<file path="src/hw/tile_boot_loader_regs.svh">
// offsets, fields, reset values and timing counts of the boot loader
`ifndef TILE_BOOT_LOADER_REGS_SVH
`define TILE_BOOT_LOADER_REGS_SVH
`define CLK_NS          10
`define CLK_HZ          100000000
`define RST_PHASE_NS    15000
`define RST_PHASE_CYC   ((`RST_PHASE_NS + `CLK_NS - 1) / `CLK_NS)
`define LINK_EN_NS      200
`define LINK_EN_CYC     (`LINK_EN_NS / `CLK_NS)
`define SPI_HZ          2500000
`define SPI_HALF_CYC    (`CLK_HZ / (2 * `SPI_HZ))
`define SPI_READ_CMD    8'h03
`define SPI_HDR_BITS    6'd32
`define IMG_SKIP_CRC    32'h0D15_AB1E
`define CRC_POLY        32'hEDB8_8320
`define CRC_PRESET      32'hFFFF_FFFF
`define NULL_CHAN       32'h0000_FF02
`define END_TOKEN       8'h01
`define BOOT_SEL_SPI    3'h1
`define BOOT_SEL_LINK   3'h2
`define BOOT_SEL_OTP    3'h3
`define SEC_NO_DEBUG    0
`define SEC_NO_SWITCH   1
`define SEC_SECURE_BOOT 5
`define SEC_REDUNDANT   7
`define SEC_SECTOR_LOCK 8
`define SEC_MASTER_LOCK 12
`define SEC_NO_DBG_OTP  13
`define SEC_NO_DBG_PIN  14
`define SEC_SW_MASK     32'h003F_8000
`define ID_OTP_ADDR     32'h0010_0200
`define ID_OTP_DATA     32'h0020_0100
`define ID_OTP_CTRL     32'h0010_0300
`define REG_CTRL        6'h00
`define REG_STATUS      6'h04
`define REG_SECURITY    6'h08
`define REG_OTP_ADDR    6'h0C
`define REG_OTP_DATA    6'h10
`define REG_OTP_CTRL    6'h14
`define REG_ID_ADDR     6'h18
`define REG_ID_DATA     6'h1C
`define REG_ID_CTRL     6'h20
`endif

</file>
<file path="src/hw/tile_boot_loader_pkg.sv">
// types shared by the boot loader and its bench
package tile_boot_loader_pkg;
	// boot sequencer states, one-hot
	typedef enum logic [8:0] {
		S_RESET = 9'h001,
		S_SELECT = 9'h002,
		S_SPI = 9'h004,
		S_LINKW = 9'h008,
		S_LINK = 9'h010,
		S_OTP = 9'h020,
		S_ACK = 9'h040,
		S_RUN = 9'h080,
		S_FAIL = 9'h100
	} boot_state_t;
	// image field being parsed
	typedef enum logic [2:0] {
		P_ACK, P_LEN, P_PROG, P_CRC, P_END
	} phase_t;
	// ram write port
	typedef struct packed {
		logic        we;
		logic [13:0] addr;
		logic [31:0] data;
	} ram_wr_t;
	// fixed spi boot pins
	typedef struct packed {
		logic oe_n;
		logic sclk;
		logic sel_n;
		logic mosi;
	} spi_pins_t;
	// outgoing link token
	typedef struct packed {
		logic       valid;
		logic       ctl;
		logic [7:0] data;
	} link_tok_t;
endpackage : tile_boot_loader_pkg

</file>
<file path="src/hw/tile_boot_loader.sv">
// boot sequencer with spi, link and otp image loaders and an axi4-lite slave
//
// The register offsets and the AXI4-Lite interface to the registers were decided locally.
`timescale 1ns/1ns
`include "tile_boot_loader_regs.svh"
module tile_boot_loader (
	input  wire logic                             mclk,
	input  wire logic                             rst_n,
	input  wire logic [4:0]                       strap_pins,
	input  wire logic [31:0]                      otp_sec_word,
	output logic      [1:0]                       clock_mode,
	output logic                                  gpio_pull_en,
	output logic                                  gpio_oe_n,
	input  wire logic                             boot_spi_miso_pin,
	output tile_boot_loader_pkg::spi_pins_t       spi_pins,
	output logic                                  link_oe_n,
	output logic                                  link_pulldown_en,
	output logic                                  link_out_wire_a,
	output logic                                  link_out_wire_b,
	input  wire logic                             link_in_wire_a,
	input  wire logic                             link_in_wire_b,
	input  wire logic                             link_rx_valid,
	input  wire logic                             link_rx_ctl,
	input  wire logic [7:0]                       link_rx_data,
	output tile_boot_loader_pkg::link_tok_t       link_tx,
	input  wire logic                             link_tx_ready,
	output logic                                  otp_rd_en,
	output logic      [10:0]                      otp_rd_row,
	input  wire logic [31:0]                      otp_rd_data,
	output logic                                  otp_prog,
	output logic      [15:0]                      otp_prog_addr,
	output logic      [31:0]                      otp_prog_data,
	output logic      [15:0]                      otp_prog_ctrl,
	output tile_boot_loader_pkg::ram_wr_t         ram_wr,
	output logic                                  core_run,
	output logic      [31:0]                      sec_config,
	input  wire logic [5:0]                       awaddr,
	input  wire logic                             awvalid,
	output logic                                  awready,
	input  wire logic [31:0]                      wdata,
	input  wire logic [3:0]                       wstrb,
	input  wire logic                             wvalid,
	output logic                                  wready,
	output logic      [1:0]                       bresp,
	output logic                                  bvalid,
	input  wire logic                             bready,
	input  wire logic [5:0]                       araddr,
	input  wire logic                             arvalid,
	output logic                                  arready,
	output logic      [31:0]                      rdata,
	output logic      [1:0]                       rresp,
	output logic                                  rvalid,
	input  wire logic                             rready
);
	// whole block state in one record
	typedef struct packed {
		tile_boot_loader_pkg::boot_state_t state;
		tile_boot_loader_pkg::phase_t      phase;
		logic [10:0] cnt;      // reset and link timers
		logic [1:0]  clkmode;  // captured clock straps
		logic        pull_en;
		logic        oe_n;
		logic [31:0] sec;      // security config
		logic [31:0] crc;
		logic [31:0] word;     // byte assembler
		logic [1:0]  idx;
		logic [31:0] left;     // words still to load
		logic [31:0] ack;      // link reply channel
		logic        ok;
		tile_boot_loader_pkg::ram_wr_t ram;
		logic [13:0] ptr;
		logic        run;
		logic        fail;
		tile_boot_loader_pkg::spi_pins_t spi;
		logic [4:0]  div;
		logic [5:0]  bitn;
		logic [7:0]  rxsr;
		logic        link_en;
		logic        chan0;    // channel end 0 held
		tile_boot_loader_pkg::link_tok_t tx;
		logic        rd_en;
		logic        rd_pend;
		logic [10:0] row;
		logic [31:0] otw;      // otp word being unpacked
		logic [2:0]  otn;
		logic        prog;
		logic        refused;
		logic [15:0] paddr;
		logic [31:0] pdata;
		logic [15:0] pctrl;
		logic        awr;
		logic        bv;
		logic [1:0]  br;
		logic        arr;
		logic        rv;
		logic [1:0]  rr;
		logic [31:0] rd;
	} st_t;

	st_t st_q, st_d;

	// one crc-32 byte step, reflected form
	function automatic logic [31:0] crc_step(input logic [31:0] c, input logic [7:0] b);
		logic [31:0] x;
		x = c ^ {24'h0000_00, b};
		for (int i = 0; i < 8; i++) begin
			x = x[0] ? ((x >> 1) ^ `CRC_POLY) : (x >> 1);
		end
		return x;
	endfunction : crc_step

	// byte-enable merge for register writes
	function automatic logic [31:0] merge(input logic [31:0] o, input logic [31:0] n,
		input logic [3:0] s);
		logic [31:0] r;
		r = o;
		for (int i = 0; i < 4; i++) begin
			if (s[i]) r[i*8 +: 8] = n[i*8 +: 8];
		end
		return r;
	endfunction : merge

	logic        got;    // one image byte this cycle
	logic [7:0]  b;
	logic [31:0] wn;     // word with the new byte on top
	logic        rise;   // spi clock about to rise
	logic        fall;
	logic        wr_hit;
	logic        lock;
	logic [7:0]  cmd;    // read command, held in a variable so single bits can be picked

	// next-state logic
	always_comb begin
		st_d = st_q;
		cmd = `SPI_READ_CMD;
		got = 1'b0;
		b = 8'h00;
		st_d.ram.we = 1'b0;
		st_d.prog = 1'b0;
		st_d.rd_en = 1'b0;
		rise = 1'b0;
		fall = 1'b0;
		// spi engine runs only while booting from flash
		if (st_q.state == tile_boot_loader_pkg::S_SPI) begin
			if (st_q.div == 5'(`SPI_HALF_CYC - 1)) begin
				st_d.div = 5'h00;
				rise = !st_q.spi.sclk;
				fall = st_q.spi.sclk;
				st_d.spi.sclk = !st_q.spi.sclk;
			end else begin
				st_d.div = st_q.div + 5'h01;
			end
			if (rise) begin
				// mode 0: sample on rising edge, lsb first
				st_d.rxsr = {boot_spi_miso_pin, st_q.rxsr[7:1]};
				// count on to the end of one data byte past the header, then hold
				if (st_q.bitn != 6'(`SPI_HDR_BITS + 6'd8)) st_d.bitn = st_q.bitn + 6'h01;
			end
			if (fall) begin
				// header is command then three zero address bytes
				st_d.spi.mosi = (st_q.bitn < 6'd8) ? cmd[st_q.bitn[2:0]] : 1'b0;
				// a byte is whole only after eight rises beyond the header
				if (st_q.bitn == 6'(`SPI_HDR_BITS + 6'd8)) begin
					st_d.bitn = `SPI_HDR_BITS;
					got = 1'b1;
					b = st_q.rxsr;
				end
			end
		end
		// link data tokens
		if (st_q.state == tile_boot_loader_pkg::S_LINK && link_rx_valid && !link_rx_ctl
			&& st_q.phase != tile_boot_loader_pkg::P_END) begin
			got = 1'b1;
			b = link_rx_data;
		end
		// otp words unpacked low byte first
		if (st_q.state == tile_boot_loader_pkg::S_OTP) begin
			st_d.rd_pend = st_q.rd_en;
			if (st_q.rd_pend) begin
				st_d.otw = otp_rd_data;
				st_d.otn = 3'h4;
			end else if (st_q.otn != 3'h0) begin
				got = 1'b1;
				b = st_q.otw[7:0];
				st_d.otw = {8'h00, st_q.otw[31:8]};
				st_d.otn = st_q.otn - 3'h1;
			end else if (!st_q.rd_en) begin
				st_d.rd_en = 1'b1;
				st_d.row = st_q.row + 11'h001;
			end
		end
		wn = {b, st_q.word[31:8]};
		// image parser shared by all sources
		if (got) begin
			st_d.word = wn;
			st_d.idx = st_q.idx + 2'h1;
			if (st_q.phase == tile_boot_loader_pkg::P_LEN ||
				st_q.phase == tile_boot_loader_pkg::P_PROG) begin
				st_d.crc = crc_step(st_q.crc, b);
			end
			if (st_q.idx == 2'h3) begin
				case (st_q.phase)
					tile_boot_loader_pkg::P_ACK: begin
						st_d.ack = wn;
						st_d.phase = tile_boot_loader_pkg::P_LEN;
					end
					tile_boot_loader_pkg::P_LEN: begin
						st_d.left = wn;
						st_d.phase = (wn == 32'h0000_0000) ? tile_boot_loader_pkg::P_CRC
							: tile_boot_loader_pkg::P_PROG;
					end
					tile_boot_loader_pkg::P_PROG: begin
						st_d.ram.we = 1'b1;
						st_d.ram.addr = st_q.ptr;
						st_d.ram.data = wn;
						st_d.ptr = st_q.ptr + 14'h0001;
						st_d.left = st_q.left - 32'h0000_0001;
						if (st_q.left == 32'h0000_0001) st_d.phase = tile_boot_loader_pkg::P_CRC;
					end
					default: begin
						// skip value or inverted residue both pass
						st_d.ok = (wn == `IMG_SKIP_CRC) || (wn == ~st_q.crc);
						if (st_q.state == tile_boot_loader_pkg::S_LINK) begin
							st_d.phase = tile_boot_loader_pkg::P_END;
						end else if ((wn == `IMG_SKIP_CRC) || (wn == ~st_q.crc)) begin
							st_d.state = tile_boot_loader_pkg::S_RUN;
						end else begin
							st_d.state = tile_boot_loader_pkg::S_FAIL;
						end
					end
				endcase
			end
		end
		// sequencer
		case (st_q.state)
			tile_boot_loader_pkg::S_RESET: begin
				st_d.cnt = st_q.cnt + 11'h001;
				if (st_q.cnt == 11'(`RST_PHASE_CYC - 1)) begin
					st_d.pull_en = 1'b1;
					st_d.clkmode = strap_pins[1:0];
					st_d.sec = otp_sec_word;
					st_d.state = tile_boot_loader_pkg::S_SELECT;
				end
			end
			tile_boot_loader_pkg::S_SELECT: begin
				st_d.cnt = 11'h000;
				st_d.crc = `CRC_PRESET;
				st_d.ptr = 14'h0000;
				st_d.idx = 2'h0;
				st_d.phase = tile_boot_loader_pkg::P_LEN;
				if (st_q.sec[`SEC_SECURE_BOOT]) begin
					st_d.state = tile_boot_loader_pkg::S_OTP;
				end else begin
					case (strap_pins[4:2])
						`BOOT_SEL_SPI: st_d.state = tile_boot_loader_pkg::S_SPI;
						`BOOT_SEL_LINK: st_d.state = tile_boot_loader_pkg::S_LINKW;
						`BOOT_SEL_OTP: st_d.state = tile_boot_loader_pkg::S_OTP;
						default: st_d.state = tile_boot_loader_pkg::S_FAIL;
					endcase
				end
				// otp image starts at row zero
				st_d.row = 11'h7FF;
				st_d.otn = 3'h0;
				// spi pins are hard wired, no remap
				st_d.spi = '{oe_n: 1'b0, sclk: 1'b0, sel_n: 1'b0,
					mosi: cmd[0]};
				st_d.bitn = 6'h00;
				st_d.div = 5'h00;
				st_d.oe_n = 1'b0;
			end
			tile_boot_loader_pkg::S_LINKW: begin
				st_d.cnt = st_q.cnt + 11'h001;
				if (st_q.cnt == 11'(`LINK_EN_CYC - 1)) begin
					st_d.link_en = 1'b1;
					st_d.chan0 = 1'b1;
					st_d.phase = tile_boot_loader_pkg::P_ACK;
					st_d.state = tile_boot_loader_pkg::S_LINK;
				end
			end
			tile_boot_loader_pkg::S_LINK: begin
				// end token closes the image
				if (st_q.phase == tile_boot_loader_pkg::P_END && link_rx_valid && link_rx_ctl
					&& link_rx_data == `END_TOKEN) begin
					if (!st_q.ok) st_d.state = tile_boot_loader_pkg::S_FAIL;
					else if (st_q.ack == `NULL_CHAN) st_d.state = tile_boot_loader_pkg::S_RUN;
					else begin
						st_d.tx = '{valid: 1'b1, ctl: 1'b1, data: `END_TOKEN};
						st_d.state = tile_boot_loader_pkg::S_ACK;
					end
				end
			end
			tile_boot_loader_pkg::S_ACK: begin
				if (link_tx_ready) begin
					st_d.tx.valid = 1'b0;
					st_d.state = tile_boot_loader_pkg::S_RUN;
				end
			end
			tile_boot_loader_pkg::S_RUN: begin
				st_d.run = 1'b1;
				st_d.chan0 = 1'b0;
			end
			tile_boot_loader_pkg::S_FAIL: begin
				st_d.fail = 1'b1;
				st_d.chan0 = 1'b0;
			end
			default: begin
			end
		endcase
		// flash deselected once loading ends
		if (st_d.state != tile_boot_loader_pkg::S_SPI &&
			st_d.state != tile_boot_loader_pkg::S_SELECT) begin
			st_d.spi.sel_n = 1'b1;
			st_d.spi.sclk = 1'b0;
		end
		// axi write: take address and data together
		st_d.awr = awvalid && wvalid && !st_q.awr && !st_q.bv;
		wr_hit = st_q.awr && awvalid && wvalid;
		lock = st_q.sec[`SEC_MASTER_LOCK] ||
			st_q.sec[`SEC_SECTOR_LOCK + st_q.paddr[10:9]];
		if (wr_hit) begin
			st_d.bv = 1'b1;
			st_d.br = 2'b00;
			case (awaddr)
				`REG_CTRL: begin
					// software restart of the sequencer
					if (wstrb[0] && wdata[0]) st_d.state = tile_boot_loader_pkg::S_SELECT;
				end
				`REG_SECURITY: begin
					// otp bits only ever set, never clear
					if (!st_q.sec[`SEC_MASTER_LOCK])
						st_d.sec = st_q.sec | (merge(32'h0000_0000, wdata, wstrb) & `SEC_SW_MASK);
				end
				`REG_OTP_ADDR: st_d.paddr = 16'(merge({16'h0000, st_q.paddr}, wdata, wstrb));
				`REG_OTP_DATA: st_d.pdata = merge(st_q.pdata, wdata, wstrb);
				`REG_OTP_CTRL: begin
					st_d.pctrl = 16'(merge({16'h0000, st_q.pctrl}, wdata, wstrb));
					if (wstrb[0] && wdata[0]) begin
						st_d.prog = !lock;
						st_d.refused = lock;
					end
				end
				default: st_d.br = 2'b10;
			endcase
		end
		if (st_q.bv && bready) st_d.bv = 1'b0;
		// axi read
		st_d.arr = arvalid && !st_q.arr && !st_q.rv;
		if (st_q.arr && arvalid) begin
			st_d.rv = 1'b1;
			st_d.rr = 2'b00;
			case (araddr)
				`REG_CTRL: st_d.rd = 32'h0000_0000;
				`REG_STATUS: st_d.rd = {16'h0000, st_q.refused, st_q.ok, st_q.fail,
					st_q.run, link_in_wire_b, link_in_wire_a, 1'b0, st_q.state};
				`REG_SECURITY: st_d.rd = st_q.sec;
				`REG_OTP_ADDR: st_d.rd = {16'h0000, st_q.paddr};
				`REG_OTP_DATA: st_d.rd = st_q.pdata;
				`REG_OTP_CTRL: st_d.rd = {16'h0000, st_q.pctrl};
				`REG_ID_ADDR: st_d.rd = `ID_OTP_ADDR;
				`REG_ID_DATA: st_d.rd = `ID_OTP_DATA;
				`REG_ID_CTRL: st_d.rd = `ID_OTP_CTRL;
				default: begin
					st_d.rd = 32'h0000_0000;
					st_d.rr = 2'b10;
				end
			endcase
		end
		if (st_q.rv && rready) st_d.rv = 1'b0;
	end

	// register the whole state
	always_ff @(posedge mclk) begin
		if (!rst_n) begin
			st_q <= '0;
			st_q.state <= tile_boot_loader_pkg::S_RESET;
			st_q.oe_n <= 1'b1;
			st_q.spi <= '{oe_n: 1'b1, sclk: 1'b0, sel_n: 1'b1, mosi: 1'b0};
			st_q.crc <= `CRC_PRESET;
		end else begin
			st_q <= st_d;
		end
	end

	// outputs from the record, the link out wires tied low
	assign clock_mode = st_q.clkmode;
	assign gpio_pull_en = st_q.pull_en;
	assign gpio_oe_n = st_q.oe_n;
	assign spi_pins = st_q.spi;
	assign link_oe_n = !st_q.link_en;
	assign link_pulldown_en = !st_q.link_en;
	assign link_out_wire_a = 1'b0;
	assign link_out_wire_b = 1'b0;
	assign link_tx = st_q.tx;
	assign otp_rd_en = st_q.rd_en;
	assign otp_rd_row = st_q.row;
	assign otp_prog = st_q.prog;
	assign otp_prog_addr = st_q.paddr;
	assign otp_prog_data = st_q.pdata;
	assign otp_prog_ctrl = st_q.pctrl;
	assign ram_wr = st_q.ram;
	assign core_run = st_q.run;
	// bits 0,1,7,13,14 are decoded by their consumers
	assign sec_config = st_q.sec;
	assign awready = st_q.awr;
	assign wready = st_q.awr;
	assign bvalid = st_q.bv;
	assign bresp = st_q.br;
	assign arready = st_q.arr;
	assign rvalid = st_q.rv;
	assign rresp = st_q.rr;
	assign rdata = st_q.rd;
endmodule : tile_boot_loader

</file>
<file path="config.mk">
export PLATFORM = sky130hd
export DESIGN_NAME = tile_boot_loader
export DESIGN_NICKNAME = d
export VERILOG_FILES = /design/src/hw/tile_boot_loader_pkg.sv /design/src/hw/tile_boot_loader.sv
export VERILOG_INCLUDE_DIRS = /design/src /design/src/hw
export SDC_FILE = /design/constraint.sdc
export NUM_CORES = 1
export LEC_CHECK = 0
export BUFFER_PORTS_ARGS = -buffer_cell sky130_fd_sc_hd__buf_2
export CAP_MARGIN = 10
export CORE_MARGIN = 5
export CORE_UTILIZATION = 55
export CTS_CLUSTER_SIZE = 8
export DETAILED_ROUTE_END_ITERATION = 7
export PLACE_DENSITY = 0.8
export SYNTH_ARGS = -nofsm -noshare
export SYNTH_HDL_FRONTEND = slang
export SYNTH_SLANG_ARGS = --single-unit
</file>
<file path="constraint.sdc">
create_clock -name mclk -period 4.35 [get_ports mclk]
set_input_delay 0.2175 -clock mclk [delete_from_list [all_inputs] [get_ports mclk]]
set_output_delay 0.2175 -clock mclk [all_outputs]
set_load 0.01 [all_outputs]
</file>
After elaboration in Yosys (flattened, before gate mapping)
Memory sizes are Yosys's and may differ from the RTL's. A register that Yosys moved wholly into a read port is not among the register bits.
Index checks and enable logic that the tools add are counted.
{"block": "classes", "mux": 94, "eq_ne": 48, "magnitude_cmp": 3, "add_sub_neg": 9, "n_bitwise": 15, "n_reduce_logical": 76}
{"cell": "two-way mux 32 bit", "n": 13}
{"cell": "case mux 32 bit (8 select lines)", "n": 1}
{"cell": "NOT 13 -> 14 bit", "n": 8}
{"cell": "two-way mux 9 bit", "n": 11}
{"cell": "two-way mux 8 bit", "n": 12}
{"cell": "two-way mux 35 bit", "n": 2}
{"cell": "case mux 32 bit (2 select lines)", "n": 1}
{"cell": "two-way mux 61 bit", "n": 1}
{"cell": "two-way mux 12 bit", "n": 4}
{"cell": "two-way mux 46 bit", "n": 1}
{"cell": "case mux 9 bit (5 select lines)", "n": 1}
{"cell": "two-way mux 11 bit", "n": 4}
{"cell": "two-way mux 6 bit", "n": 7}
{"cell": "AND reduction 3 bit", "n": 14}
{"cell": "== test 6 x 5 -> 1 bit, second input constant", "n": 6}
{"cell": "== test 32 x 1 -> 1 bit, second input constant", "n": 1}
{"cell": "== test 32 x 16 -> 1 bit, second input constant", "n": 1}
{"cell": "== test 32 x 28 -> 1 bit, second input constant", "n": 1}
{"cell": "== test 32 bit", "n": 1}
{"cell": "zero test 32 bit", "n": 1}
{"cell": "NOT 32 bit", "n": 1}
{"cell": "bitwise OR 32 x 22 -> 32 bit", "n": 1}
{"cell": "subtractor 32 x 1 -> 32 bit, second input constant", "n": 1}
{"cell": "bitwise XOR 32 x 8 -> 32 bit", "n": 1}
{"cell": "other kinds (65)", "n": 150}
{"block": "totals", "reg_bits": 432, "n_memories": 1, "elab_cells": 296, "output_inout_bits": 220, "input_bits": 138, "mem_bits_ro": 8}
{"name": "(no name shown)", "words": 8, "width": 1, "read_ports": 1, "rd_ports_with_merged_regs": 1, "wr": 0, "line": "tile_boot_loader.sv:161", "text": "st_d.spi.mosi = (st_q.bitn < 6'd8) ? cmd[st_q.bitn[2:0]] : 1'b0;"}

Logic depth before layout (Yosys ltp)
{"block": "depth", "ltp_word": 26, "ltp_mapped": 14, "mapped_depth_nobuf": 11}

Least setup slack after synthesis
OpenSTA, ideal clock, no wires.
{"block": "synth_path", "path_kind": "flip-flop to flip-flop", "start": "reg st_q[441] in the netlist's numbering", "end": "reg st_q[375] in the netlist's numbering", "stages_incl_launch_ff": 13, "setup_ps": 136, "synth_period_minus_slack_ps": 3702, "t_required_ps": 4214, "slack_ps": 648, "t_arrival_ps": 3566, "cell_sequence": "dfxtp_1 -> buf_6 -> or4_4 -> buf_6 -> or4b_4 -> buf_6 -> or4b_1 -> o2bb2ai_2 -> xor2_2 -> xor2_2 -> xor2_1 -> xor2_1 -> a21oi_1"}
{"block": "synth_via", "elab_chain_cells": 22, "word_cells_on_any_way": 33, "cone_classes": "eq/ne: 4; mux: 18; bitwise: 6; reduce/logical: 5"}
{"item": "start, declared", "line": "tile_boot_loader.sv:100", "text": "st_t st_q, st_d;"}
{"item": "start signal, assigned", "line": "tile_boot_loader.sv:380", "text": "st_q <= st_d;"}
{"item": "== test 9 x 5 -> 1 bit", "line": "tile_boot_loader.sv:171", "text": "if (st_q.state == tile_boot_loader_pkg::S_LINK && link_rx_valid && !link_rx_ctl"}
{"item": "logical AND 1 bit (2 in series)", "line": "tile_boot_loader.sv:171"}
{"item": "logical AND 1 bit", "line": "tile_boot_loader.sv:172", "text": "&& st_q.phase != tile_boot_loader_pkg::P_END) begin"}
{"item": "two-way mux 8 bit", "line": "tile_boot_loader.sv:171"}
{"item": "two-way mux 8 bit", "line": "tile_boot_loader.sv:182", "text": "end else if (st_q.otn != 3'h0) begin"}
{"item": "two-way mux 8 bit", "line": "tile_boot_loader.sv:179", "text": "if (st_q.rd_pend) begin"}
{"item": "two-way mux 8 bit", "line": "tile_boot_loader.sv:177", "text": "if (st_q.state == tile_boot_loader_pkg::S_OTP) begin"}
{"item": "bitwise XOR 32 x 8 -> 32 bit", "line": "tile_boot_loader.sv:105", "text": "x = c ^ {24'h0000_00, b};"}
{"item": "[3 not listed]"}
{"item": "NOT 13 -> 14 bit (no source line)"}
{"item": "two-way mux 32 bit (2 in series)", "line": "tile_boot_loader.sv:107", "text": "x = x[0] ? ((x >> 1) ^ `CRC_POLY) : (x >> 1);"}
{"item": "NOT 13 -> 14 bit (no source line)"}
{"item": "two-way mux 32 bit", "line": "tile_boot_loader.sv:107"}
{"item": "NOT 13 -> 14 bit (no source line)"}
{"item": "two-way mux 32 bit (2 in series)", "line": "tile_boot_loader.sv:107"}
{"item": "NOT 13 -> 14 bit (no source line)"}
{"item": "two-way mux 32 bit", "line": "tile_boot_loader.sv:107"}
Parallel ways exist; a longest one is shown, timed or not.
A chain may end at the register's enable or synchronous reset.

Worst setup path after layout
{"block": "layout_path", "start": "reg st_q[180] in the netlist's numbering", "end": "reg st_q[281] in the netlist's numbering"}
{"block": "layout_via", "elab_chain_cells": 10, "word_cells_on_any_way": 16, "cone_classes": "eq/ne: 1; mux: 14; reduce/logical: 1"}
{"item": "== test 5 bit (*)", "line": "tile_boot_loader.sv:145", "text": "if (st_q.div == 5'(`SPI_HALF_CYC - 1)) begin"}
{"item": "two-way mux 1 bit (*)", "line": "tile_boot_loader.sv:145"}
{"item": "two-way mux 1 bit (*)", "line": "tile_boot_loader.sv:144", "text": "if (st_q.state == tile_boot_loader_pkg::S_SPI) begin"}
{"item": "two-way mux 1 bit", "line": "tile_boot_loader.sv:159", "text": "if (fall) begin"}
{"item": "two-way mux 1 bit", "line": "tile_boot_loader.sv:144"}
{"item": "two-way mux 1 bit", "line": "tile_boot_loader.sv:171"}
{"item": "two-way mux 1 bit", "line": "tile_boot_loader.sv:182"}
{"item": "two-way mux 1 bit", "line": "tile_boot_loader.sv:179"}
{"item": "two-way mux 1 bit", "line": "tile_boot_loader.sv:177"}
{"item": "AND reduction 3 bit (no source line)"}
Mark *: on every way between the ends. The rest lies on a longest branch, timed or not. The select of a mux whose other input is x is not followed.

==> impl_metrics.json <==
{
  "power.leakage_nw": 9.33,
  "grt_pass1_vias": 18614,
  "drt_first_pass_iters": 8,
  "place.gp.congestion": 0.929,
  "ys.flop_type": "dfxtp_1",
  "max_freq_mhz": 250,
  "endpoint_kind": "flop",
  "clkSinkCount": 423,
  "avgSynthCellArea_um2": 8.15,
  "cts_tree": "yes",
  "cts_resized": 0,
  "fin_skew_ns": 0.0108,
  "hold_viol": 0,
  "maxCapViolCount": 0,
  "vias": 19313,
  "fillers": 3100,
  "io_buffers": 346,
  "criticalPathCategory": "reg2reg",
  "required_ns": 4.81,
  "seq_area_frac_synth_pct": 40.8,
  "startpoint_type": "flop",
  "drc": 0,
  "layout_common_cells": "dfxtp_1 (423), nand2_1 (370), buf_2 (346), nor2_1 (296), a21oi_1 (267)",
  "setup_viol": 0,
  "io_pins": 358,
  "path_clk_slew_ns": 0.05,
  "ys_types": 75,
  "synth-async-reset-ratio_pct": 0,
  "worstHoldPathType": "in2reg",
  "status": "complete, no violations",
  "slew_headroom_pct": 14.4,
  "p_sw_mw": 1.82,
  "viasPerCell": 5.95,
  "gr-usage-all-layers_pct": 30.2,
  "setup_tns_ns": 0,
  "rows": 71,
  "dp_hpwl_um": 44600,
  "p_comb_share_pct": 3.9,
  "synth_edf_count": 0,
  "die_w_um": 204,
  "syn-instance-count": 2547,
  "yosys_warnings": 0,
  "fin_crit_ns": 4.01,
  "postLayoutSetupSlackWorst_ns": 0.342,
  "cp_max_fo": 29,
  "cts_root_buf": "clkbuf_16",
  "clock_latency_ns": 0.61,
  "core_area_um2": 37500,
  "ant_nets": 0,
  "grt_overflow": 0,
  "swShare_pct": 21.8,
  "cellPowerDensity_nw_per_um2": 348,
  "seqPwrFrac_pct": 46.8,
  "start_util_pct": 55.4,
  "syn_area_um2": 20800,
  "cts_buffer_depth": 3,
  "cts_htree_levels": 2,
  "p_int_mw": 6.51,
  "finalCritPeriodShare_pct": 92.1,
  "cts_inserted_buffers": 59,
  "tightest_slew_ns": 1.28,
  "ys_ff_latch": 423,
  "area_delta_synth_final_pct": 15.3,
  "dp_slack_ns": 0.430,
  "nets": 2879,
  "cts_setup_buffers": 0,
  "routedWlPerCell_um": 20.5,
  "drive_above_1_share_pct": 18.2,
  "crit_arrival_ns": 4.47,
  "slew_viol_final": 0,
  "dieHeight_um": 204,
  "rsz0062_at_grt": "false",
  "drt_iter0_markers": 1968,
  "antenna_found_initial": 2,
  "grt_max_degree": 177,
  "die_area_um2": 41700,
  "drt_wl_total_um": 66600,
  "vdd_drop_max_mv": 0.289,
  "final_common_cell": "dfxtp_1",
  "grt_pass1_wl_um": 102000,
  "clkPwrFrac_pct": 49.3
}
[power groups by stage]
stage	Combinational (mW)	Sequential, mW	Clock, mW
after global placement	0.235	3.98	0
after CTS	0.314	3.90	4.16
after floorplan	0.130	3.97	0
final	0.326	3.90	4.11
after global routing	0.347	3.90	4.33
after detailed placement	0.239	3.98	0
[kinds of logic (layout without fill, tap and decap cells)]
| family | count (synthesis) | in the layout | synth area share [%] |
|---|---|---|---|
| xor gates and xnor gates | 133 | 133 | 6.39 |
| adders and majority gates | 11 | 11 | 0.663 |
| muxes | 97 | 97 | 4.76 |
| DFF | 423 | 423 | 40.8 |
| AOI/OAI and AO/OA | 531 | 531 | 15.4 |
| buffers and inverters | 405 | 584 | 11.3 |
| other | 1 | 12 | 0.0181 |
| and+or+nand+nor | 946 | 946 | 20.7 |
[layout make-up]
class                   instances  area [µm²]  share of cell area, %
repair buffers                494        3120                   13.0
clock buffers                  64        1530                   6.38
diodes                          1        2.50                 0.0105
well taps                     511         639                   2.67
flip-flops and latches        423        8470                   35.4
multi-input cells            1729       10000                   41.9
clock inverters                 3        55.1                  0.230
inverters                      23        93.8                  0.392
[cell usage after synthesis, types with 4 or more instances]
cell type | instances | area, µm²
nor4_1 | 41 | 257
xnor2_4 | 5 | 138
nand4_1 | 31 | 194
a22oi_1 | 61 | 458
nor2b_1 | 15 | 93.8
a21oi_1 | 267 | 1340
a211oi_1 | 47 | 353
xor2_1 | 38 | 333
nor2_1 | 299 | 1120
or3_1 | 13 | 81.3
a222oi_1 | 5 | 50.1
nand2_1 | 370 | 1390
buf_2 | 4 | 20.0
nor3_1 | 46 | 230
nand3b_1 | 5 | 37.5
and2_1 | 10 | 62.6
o21ai_1 | 5 | 25.0
o22ai_1 | 5 | 31.3
buf_4 | 212 | 1590
mux2i_1 | 93 | 931
a221oi_1 | 8 | 70.1
or4_1 | 8 | 60.1
nor3b_1 | 7 | 52.6
nand2b_1 | 6 | 37.5
clkbuf_1 | 158 | 593
and3_1 | 17 | 106
dfxtp_1 | 423 | 8470
o211ai_1 | 21 | 158
xnor2_2 | 4 | 65.1
o21ai_0 | 63 | 315
a32o_1 | 4 | 40.0
or2_2 | 7 | 43.8
buf_1 | 5 | 18.8
xnor2_1 | 82 | 718
inv_1 | 22 | 82.6
a31oi_1 | 20 | 125
nor4b_1 | 8 | 70.1
ha_1 | 11 | 138
nand3_1 | 40 | 200
[worst max-delay path, cell delays in order (launching register included)]
cell	delay, ns
dfxtp_1	0.37
ha_1	0.22
or4bb_1	0.64
nor3_1	0.47
and3_1	0.35
buf_4	0.22
or3_1	0.19
nand2_1	0.14
or4_1	0.90
a21oi_1	0.30
nor2_1	0.05
[sequential cells by signal, indices dropped and copies added (netlist names), 11 cells and up, named ones only]
name           cells
ram_wr            47
otp_rd_row        11
rdata             32
sec_config        32
otp_prog_data     32
st_q             218
otp_prog_ctrl     16
otp_prog_addr     16
[stage by stage]
stage	instance area, µm²	total power [mW]	std cells	hold slack (ns)	utilization, %
after floorplan	20800	4.10	2557	0.337	-
after global placement	21300	4.21	3073	0.432	56.8
after detailed placement	21300	4.22	3073	0.444	56.8
after CTS	23900	8.37	3247	0.0314	63.8
after global routing	23900	8.57	3247	0.0721	63.8
final	23900	8.34	3248	0.0598	63.8
[final timing paths]
kind | from | endpoint | slack, ns | cells after the start
worst max register to register | st_q[180] | st_q[281] | 0.34 | 10
worst max-delay path | st_q[180] | st_q[281] | 0.34 | 10
worst min-delay path | otp_rd_data[7] | st_q[116] | 0.06 | 3
worst min register to register | ram_wr[16] | ram_wr[16] | 0.45 | 2
[metal layers]
metal / GRT usage (%) / wire, µm
met2: 48.4 / 30500
met4: 14.0 / 3310
met3: 7.20 / 6280
met1: 38.5 / 26400
met5: 0 / 24
[what timing repair did]
action,CTS,global route
endpoints found under the setup margin,0,0
hold endpoints to repair,136,0
hold buffers,107,0
No activity file was read; power rests on OpenSTA's default activity.
